## src/design/trigger_unit_map.vh

```
// trigger_unit_map.vh: register offsets, field positions, reset values, state codes
// assumes inclusion by bare name from design files; definitions only
`ifndef TRIGGER_UNIT_MAP_VH
`define TRIGGER_UNIT_MAP_VH

// register byte offsets
`define REG_CONFIG        4'h0
`define REG_COMMAND       4'h4
`define REG_STATUS        4'h8
`define REG_EVENT_COUNT   4'hC

// config fields
`define CFG_TRIG_MODE_BIT     0
`define CFG_EDGE_SELECT_BIT   1
`define CFG_UART_STREAM_BIT   2
`define CFG_BAUD_LSB          4
`define CFG_BAUD_MSB          7
`define CFG_RESET             8'h00

// command fields (write-only pulses)
`define CMD_ARM_BIT           0
`define CMD_SOFT_START_BIT    1
`define CMD_STOP_BIT          2
`define CMD_READ_CONFIG_BIT   3
`define CMD_DISARM_BIT        4

// status fields
`define STS_ARMED_BIT         0
`define STS_RUNNING_BIT       1
`define STS_MODE_OK_BIT       2
`define STS_SNAPSHOT_BIT      3

// states
`define ST_IDLE               2'h0
`define ST_ARMED              2'h1
`define ST_RUN                2'h2

`endif

```

## src/design/edge_sync.v

```verilog
// edge_sync.v: two-flop synchroniser with edge detector for one pin
// assumes pin_in is asynchronous to clk; edge_sel picks the edge to report
`default_nettype none
module edge_sync
(
  input  wire clk,
  input  wire rst_n,
  input  wire pin_in,
  input  wire edge_sel,
  output wire level,
  output wire edge_hit
);
  reg meta_q;
  reg sync_q;
  reg prev_q;

  // meta_q feeds only sync_q; edge logic looks at sync_q and prev_q
  always @(posedge clk or negedge rst_n)
  begin
    if (!rst_n)
    begin
      meta_q <= 1'b1;
      sync_q <= 1'b1;
      prev_q <= 1'b1;
    end
    else
    begin
      meta_q <= pin_in;
      sync_q <= meta_q;
      prev_q <= sync_q;
    end
  end

  assign level = sync_q;
  // 1 selects rising, 0 falling
  assign edge_hit = edge_sel ? (sync_q & ~prev_q) : (~sync_q & prev_q);
endmodule // edge_sync
`default_nettype wire

```

## src/design/external_trigger_unit.v

```verilog
// external_trigger_unit.v: hardware trigger input and output around the serial pins
// assumes one 10 MHz clock, asynchronous rx pin, plain strobe register port
`include "trigger_unit_map.vh"
`default_nettype none
module external_trigger_unit
(
  input  wire        clk,
  input  wire        rst_n,
  input  wire [3:0]  addr,
  input  wire [7:0]  wdata,
  input  wire        wr,
  input  wire        rd,
  output reg  [7:0]  rdata,
  input  wire        uart_rx_pin,
  output reg         uart_tx_pin,
  input  wire        uart_tx_data,
  output wire        uart_rx_data,
  output wire        uart_path_en,
  output wire        usb_only,
  input  wire        acq_done,
  output wire        acq_start,
  output wire        acq_running,
  output reg  [7:0]  stored_config,
  output reg         stored_config_valid
);
  reg  [7:0] config_q;
  reg  [1:0] state_q;
  reg  [1:0] state_d;
  reg  [7:0] count_q;
  reg        start_q;
  wire       trig_mode;
  wire       edge_sel;
  wire       rx_level;
  wire       rx_edge;
  wire       wr_cfg;
  wire       wr_cmd;
  wire       cmd_arm;
  wire       cmd_soft;
  wire       cmd_stop;
  wire       cmd_disarm;
  wire       cmd_read;

  // command bits are decoded straight from the write strobe; nothing is
  // latched, so a command word acts exactly once and cannot be replayed
  // by a later unrelated write
  // several command bits in one word are legal; the state machine below
  // gives stop and disarm precedence over a start in the armed state; from idle the start wins
  // the config register is plain flops here; keeping it across power loss
  // is the job of the storage that loads it at boot
  assign trig_mode = config_q[`CFG_TRIG_MODE_BIT];
  assign edge_sel  = config_q[`CFG_EDGE_SELECT_BIT];
  assign wr_cfg    = wr && (addr == `REG_CONFIG);
  assign wr_cmd    = wr && (addr == `REG_COMMAND);
  assign cmd_arm    = wr_cmd && wdata[`CMD_ARM_BIT];
  assign cmd_soft   = wr_cmd && wdata[`CMD_SOFT_START_BIT];
  assign cmd_stop   = wr_cmd && wdata[`CMD_STOP_BIT];
  assign cmd_read   = wr_cmd && wdata[`CMD_READ_CONFIG_BIT];
  assign cmd_disarm = wr_cmd && wdata[`CMD_DISARM_BIT];

  // rx pin passes two flops before the edge detector
  edge_sync u_rx_sync
  (
    .clk      (clk),
    .rst_n    (rst_n),
    .pin_in   (uart_rx_pin),
    .edge_sel (edge_sel),
    .level    (rx_level),
    .edge_hit (rx_edge)
  );

  // serial path gets the pins only outside trigger mode
  assign uart_rx_data = trig_mode ? 1'b1 : rx_level;
  assign uart_path_en = ~trig_mode;
  assign usb_only     = trig_mode;

  // stored settings: mode, edge, streaming enable, baud code
  always @(posedge clk or negedge rst_n)
  begin
    if (!rst_n)
      config_q <= `CFG_RESET;
    else if (wr_cfg)
      config_q <= wdata;
  end

  // acquisition state; stop beats a same-cycle start when armed or running, not in idle
  // idle:  waits for arm or a software start, only in trigger mode
  // armed: waits for the selected edge of the synchronised rx pin;
  //        edges seen while idle or running are simply dropped
  // run:   ends on stop, on done from the sampling engine, or when
  //        software leaves trigger mode under a running capture
  // leaving trigger mode from any state returns to idle so that the
  // serial path gets clean pins back
  // unused code 3 falls back to idle rather than locking up
  always @*
  begin
    state_d = state_q;
    case (state_q)
      `ST_IDLE:
      begin
        if (trig_mode && cmd_soft)
          state_d = `ST_RUN;
        else if (trig_mode && cmd_arm)
          state_d = `ST_ARMED;
      end
      `ST_ARMED:
      begin
        if (!trig_mode || cmd_disarm || cmd_stop)
          state_d = `ST_IDLE;
        else if (rx_edge || cmd_soft)
          state_d = `ST_RUN;
      end
      `ST_RUN:
      begin
        if (cmd_stop || acq_done || !trig_mode)
          state_d = `ST_IDLE;
      end
      default:
        state_d = `ST_IDLE;
    endcase
  end

  always @(posedge clk or negedge rst_n)
  begin
    if (!rst_n)
    begin
      state_q <= `ST_IDLE;
      start_q <= 1'b0;
    end
    else
    begin
      state_q <= state_d;
      // one pulse on entry to run, two flops plus one after the pin edge
      start_q <= (state_d == `ST_RUN) && (state_q != `ST_RUN);
    end
  end

  assign acq_start   = start_q;
  assign acq_running = (state_q == `ST_RUN);

  // tx pin: idle is the opposite of the active level set by the edge setting
  // the pin follows state_d, so it swings on the same edge as the state
  // register rather than one cycle behind it; this keeps the output pulse
  // aligned with the running flag seen by software
  // outside trigger mode the uart owns the pin and it carries serial data
  // a far receiver may leave the line open; nothing here reads it back
  always @(posedge clk or negedge rst_n)
  begin
    if (!rst_n)
      uart_tx_pin <= 1'b1;
    else if (!trig_mode)
      uart_tx_pin <= uart_tx_data;
    else if (state_d == `ST_RUN)
      uart_tx_pin <= edge_sel;
    else
      uart_tx_pin <= ~edge_sel;
  end

  // count of started acquisitions, for software visibility
  always @(posedge clk or negedge rst_n)
  begin
    if (!rst_n)
      count_q <= 8'h00;
    else if (start_q)
      count_q <= count_q + 8'h01;
  end

  // readback of stored settings on command
  always @(posedge clk or negedge rst_n)
  begin
    if (!rst_n)
    begin
      stored_config       <= 8'h00;
      stored_config_valid <= 1'b0;
    end
    else
    begin
      stored_config_valid <= cmd_read;
      if (cmd_read)
        stored_config <= config_q;
    end
  end

  // read data one cycle after the strobe, zero otherwise
  // status: b0 armed, b1 running, b2 mode ready (trigger mode with serial
  // rate and streaming both cleared), b3 snapshot valid or matching
  // the command register is write-only and reads back as zero
  // the event count wraps silently at 8 bits; software must poll it often
  always @(posedge clk or negedge rst_n)
  begin
    if (!rst_n)
      rdata <= 8'h00;
    else if (!rd)
      rdata <= 8'h00;
    else if (addr == `REG_CONFIG)
      rdata <= config_q;
    else if (addr == `REG_STATUS)
      rdata <= {4'h0, stored_config_valid | (stored_config == config_q),
                trig_mode & ~config_q[`CFG_UART_STREAM_BIT] &
                (config_q[`CFG_BAUD_MSB:`CFG_BAUD_LSB] == 4'h0),
                acq_running, state_q == `ST_ARMED};
    else if (addr == `REG_EVENT_COUNT)
      rdata <= count_q;
    else
      rdata <= 8'h00;
  end
endmodule // external_trigger_unit
`default_nettype wire

```

## config.mk

```make
export PLATFORM = sky130hd
export DESIGN_NAME = external_trigger_unit
export DESIGN_NICKNAME = d
export VERILOG_FILES = /design/src/design/edge_sync.v /design/src/design/external_trigger_unit.v
export VERILOG_INCLUDE_DIRS = /design/src /design/src/design
export SDC_FILE = /design/constraint.sdc
export NUM_CORES = 1
export LEC_CHECK = 0
export BUFFER_PORTS_ARGS = -buffer_cell sky130_fd_sc_hd__buf_2
export CAP_MARGIN = 5
export CORE_MARGIN = 5
export CORE_UTILIZATION = 35
export DETAILED_ROUTE_END_ITERATION = 8
export GPL_TIMING_DRIVEN = 1
export PLACE_DENSITY_LB_ADDON = 0.12
export SYNTH_ARGS = -nofsm -noshare
export SYNTH_HDL_FRONTEND = slang
export SYNTH_HIERARCHICAL = 1
export SYNTH_SLANG_ARGS = --single-unit
```

## constraint.sdc

```tcl
create_clock -name clk -period 2.2 [get_ports clk]
set_input_delay 0.44 -clock clk [delete_from_list [all_inputs] [get_ports clk]]
set_output_delay 0.44 -clock clk [all_outputs]
set_load 0.1 [all_outputs]
```

; After elaboration in Yosys (flattened, before gate mapping)
; Cells that the tools add are included.
[totals]
register_bits = 40
input_bits = 19
out_inout_bits = 23
word_cells = 63
[op_classes]
add_sub_neg = 1
eq_ne = 8
n_mux = 14
n_bitwise = 10
reduce_logical = 19
[op_table]
columns = operator, count
row1 = 8-bit two-way mux, 4
row2 = 1-bit logical AND, 10
row3 = 2-bit two-way mux, 5
row4 = 8-bit by 1-bit adder with 8-bit output (second input constant), 1
row5 = 4-bit == test (second input constant), 2
row6 = 8-bit == test, 1
row7 = 4-bit zero test, 2
row8 = 2-bit case mux with 3 select lines, 1
row9 = 1-bit logical OR, 5
row10 = 1-bit NOT, 5
row11 = 1-bit bitwise AND, 4
row12 = 2-bit == test (second input constant), 2
row13 = 4-bit by 3-bit == test with 1-bit output (second input constant), 1
row14 = 1-bit two-way mux, 4
row15 = 2-bit by 1-bit == test with 1-bit output (second input constant), 1
row16 = 2-bit zero test, 1
row17 = 2-bit != test (second input constant), 1
row18 = 1-bit zero test, 1
row19 = 1-bit bitwise OR, 1

; Longest topological paths before layout
[logic_depth]
ltp_word = 10
depth_mapped = 7
ltp_nobuf = 7

; Cells and area by module
; Netlist, hierarchy kept.
[modules_own_cells]
columns = mod, n_inst, cells_per_inst, area_each_um2, seq_area_each_um2
row1 = external_trigger_unit, 1, 151, 1739.2, 927.1
row2 = edge_sync, 1, 6, 101.3, 78.8

; Worst setup path after synthesis
; OpenSTA, ideal clock, no wires.
[synth_path]
path_type = register to register
start = register config_q[0]
end = register uart_tx_pin
setup_ns = 0.090
t_arrival_ns = 2.713
required_ns = 2.110
path_slack_ns = -0.603
stages_incl_launch_ff = 7
path_buffers = 1
synth_period_minus_slack_ns = 2.803
cell_sequence = dfrtp_1 > clkbuf_1 > inv_1 > nor4b_2 > a221oi_4 > o21a_1 > o31ai_2
[synth_via]
elab_chain_cells = 8
elab_cells_between_ends = 14
classes_between = eq/ne: 1 / mux: 7 / reduce/logical: 6
[synth_lines]
columns = element, line_no
row1 = start: declaration, external_trigger_unit.v:26  ; reg [7:0] config_q;
row2 = start signal: assignment, external_trigger_unit.v:80  ; config_q <= `CFG_RESET;
row3 = start signal: assignment, external_trigger_unit.v:82  ; config_q <= wdata;
row4 = 1-bit zero test, -
row5 = 1-bit logical OR (2 in series), external_trigger_unit.v:107  ; if (!trig_mode || cmd_disarm || cmd_stop)
row6 = 2-bit two-way mux, external_trigger_unit.v:107
row7 = 2-bit case mux with 3 select lines, external_trigger_unit.v:97  ; case (state_q)
row8 = 2-bit == test (no source line), -
row9 = 1-bit two-way mux, external_trigger_unit.v:152  ; else if (state_d == `ST_RUN)
row10 = 1-bit two-way mux (*), external_trigger_unit.v:150  ; else if (!trig_mode)
row11 = end signal: assignment, external_trigger_unit.v:151  ; uart_tx_pin <= uart_tx_data;
row12 = end signal: assignment, external_trigger_unit.v:153  ; uart_tx_pin <= edge_sel;
row13 = end signal: assignment, external_trigger_unit.v:155  ; uart_tx_pin <= ~edge_sel;
row14 = end: declaration, external_trigger_unit.v:15  ; output reg uart_tx_pin,
; Every way passes the cells marked *; elsewhere a longest branch is shown, timed or not.
; A chain may end at the register's enable or synchronous reset.

; Final worst setup path
[layout_path]
start = register config_q[0]
end = output port uart_path_en
[layout_via]
elab_chain_cells = 1
[layout_lines]
columns = element, line_no
row1 = 1-bit NOT, external_trigger_unit.v:73  ; assign uart_path_en = ~trig_mode;
row2 = end: declaration, external_trigger_unit.v:18  ; output wire uart_path_en,
; No other way between the ends.

==> summary.txt <==
Die
  • Row cnt: 26
  • Starting Density: 36.0%
  • Die area: 0.00681 sq mm
  • Ports: 42
  • Die Y: between 80 and 90 microns
  • Core Area: just over 0.005 sq mm
  • Chip width: 82.5 microns

Clocking
  • Hold_buf cts: 0
  • Clock transition at the registers of the reported paths: 0.07 ns
  • Setup bufs post-CTS: 0
  • Number of CTS-inserted buffers: 5
  • Skew-Pair Late Insertion Delay: between 0.2 and 0.3 ns
  • Clock sinks: 40
  • CTS tree: built
  • Cts repair resizes: 0
  • H-tree depth: 2
  • CTS max path bufs: 2
  • CTS Root Cell: clkbuf_8

Logic synthesis
  • Synth Warn #: 6
  • Share of the synthesized area in the top cell type: 48.9%
  • Avg Inst Size Synth: roughly 12 sq um
  • Primary FF master, synth: dfrtp_1
  • Cells after synthesis: 157
  • Post-synthesis cell type count: a little over 40
  • Post-Syn Area: 0.00184 sq mm
  • Net Count, Synth: 177
  • #FFs+latches synth: 40
  • Post-synth top area cell: dfrtp_1
  • Ys async rst share: between 90% and 100%
  • Dominant cells by area after synthesis: dfrtp_1 49%, mux2_2 8.6%, dfstp_2 5.7%
  • Post-synth EDFFs: 0
  • Register area share after synthesis: a little over half

Setup path
  • R2R Path Start: config_q[0]
  • Setup slack, reg-to-reg: about 0.56 ns
  • Crit Path Class: reg -> out
  • R2R Path End: uart_tx_pin
  • CP required: roughly 1.8 ns
  • Worst-path fanout max: 10
  • Crit start category: flip-flop
  • Worst reg-to-reg path cell count: 5
  • Arr. time, crit path: around 1.5 ns
  • CP Capture Type: output port

Pwr
  • VDD IR max: 0.380 mV
  • Static leakage: about 1.1 nW
  • Pwr Density: about 900 mW/mm^2

Cells and area
  • Final Non-Filler Cells: about 280
  • Fillers: between 500 and 600
  • Share of layout cells above drive strength 1: between 30% and 40%
  • Most common library cell in the layout ignoring fill and taps: buf_2
  • Core occupancy in the finished layout: 44.2%
  • Final nets: roughly 230
  • Area grow syn2layout: 22.8%
  • Most frequent cells in the layout: 41 x buf_2, 35 x dfrtp_1, 16 x nand2_1, 14 x mux2_2, 12 x xnor2_1
  • Finished Cell Area: around 0.0023 sq mm
  • # diodes: 0

Worst hold path
  • Worst min path class: in -> async

STA
  • Final setup viols: 0
  • Worst Tran Pin Value: roughly 0.76 ns
  • Fmax: between 0.5 and 0.6 GHz
  • Pins Over Slew Limit: 0
  • Worst hold slack: 0.224 ns
  • Rel. slew slack: 49.2%
  • Crit path time final: 1.89 ns
  • Period utilisation layout: ~86%
  • Final Hold Vio Count: 0
  • Clock Skew: 0.00246 ns
  • Setup TNS Final: 0 ns
  • RSZ-0062 raised after global routing: false

GRT
  • GRT Util Overall: 12.9%
  • Initial antenna violation count: 0
  • First-pass GRT wire length: between 6000 and 7000 microns
  • Largest net degree at the start of global routing: 35
  • Total global routing overflow: 0
  • Vias in the first global route: about 1.4k

Run status
  • Status: finished, final reports clean

Routing
  • Number of remaining DRC errors: 0
  • WL/cell: 14.4 microns
  • Final wirelength: 3990 microns
  • Total iterations of the first detailed-routing run: 4
  • DR iter-0 viols: 62
  • Via count: approximately 1.3k
  • Antenna Nets Post-Route: 0
  • Via-per-instance ratio: roughly 4.8

Placed design
  • PortBufs: ~40
  • Inst Count DP: around 270
  • Hpwl dp: between 3000 and 4000 microns
  • Post-DP Area: ~0.0022 sq mm
  • RePlAce Congestion: between 0.7 and 0.8

Job
  • Maxcap violations: 0
[flip-flops by register name, summed over array words and instances (netlist names)]
register,flops
acq_start,1
stored_config_valid,1
u_rx_sync/level,1
state_q,2
u_rx_sync/prev_q,1
u_rx_sync/meta_q,1
config_q,8
count_q,8
uart_tx_pin,1
stored_config,8
rdata,8
[power by group]
part	leakage, nW	internal [mW]	switching, mW
Clock	0.0455	0.256	0.231
Combinational	0.518	0.165	0.473
Sequential	0.525	0.822	0.0995
[final cells by class]
cell class | instances | area, sq um | share of cell area [%]
Sequential cell | 40 | 1010 | 44.7
Multi-Input combinational cell | 108 | 811 | 35.9
Timing Repair Buffer | 45 | 235 | 10.4
Clock buffer | 8 | 90.1 | 3.99
Tap cell | 70 | 87.6 | 3.88
Inverter | 6 | 26.3 | 1.16
[critical path, cell delays in order, from the launching register on]
cell        delay, ns
dfrtp_4          0.56
clkinvlp_4       0.17
buf_2            0.44
[metal layers]
layer	vias to the layer above	GRT usage (%)	routed length [microns]	part of all wire [%]
li1	643	-	-	-
met1	651	16.1	1810	45
met2	30	21.5	1900	48
met3	5	4.45	231	5.8
met4	0	3.43	44	1.1
met5	-	0	0	0
[synthesized netlist by cell type, types with 2 or more instances]
master and count:
and3_1 2, nor2b_1 5, xnor2_1 12, and2_1 4, nand4_1 5, dfstp_2 4, o21ai_0 4, xor2_1 3
clkbuf_1 2, o31ai_1 2, mux2_2 14, a21oi_1 2, inv_1 6, nor2_1 11, dfrtp_1 36, nand2_1 16
a22oi_1 5
[worst max-delay path by stage]
| stage | start | end | slack (ns) | depth (start not counted) |
|---|---|---|---|---|
| after floorplan | config_q[0] | uart_tx_pin | -0.10 | 6 |
| after global placement | addr[1] | uart_tx_pin | 0.07 | 6 |
| after detailed placement | addr[1] | uart_tx_pin | 0.01 | 6 |
| after CTS | config_q[0] | uart_path_en | 0.30 | 2 |
| after global routing | addr[1] | uart_tx_pin | 0.26 | 6 |
| final | config_q[0] | uart_path_en | 0.31 | 2 |
[through the flow]
stage	setup slack [ns]	total power [mW]
2_1_floorplan	-0.102	1.44
3_3_place_gp	0.0687	1.57
3_5_place_dp	0.0144	1.58
4_1_cts	0.296	2.07
5_1_grt	0.259	2.14
6_report	0.305	2.05
[kinds of logic (layout without fill, tap and decap cells)]
group                      Yosys count  after routing  share of synthesized area, %
adders and majority gates            1              1                         0.680
muxes                               16             16                          9.72
AOI/OAI and AO/OA                   23             23                          10.7
xor gates and xnor gates            15             15                          7.14
DFF                                 40             40                          54.7
buffers and inverters                9             59                          1.90
and+or+nand+nor                     53             53                          15.2
(Power assumes the default switching activity.)
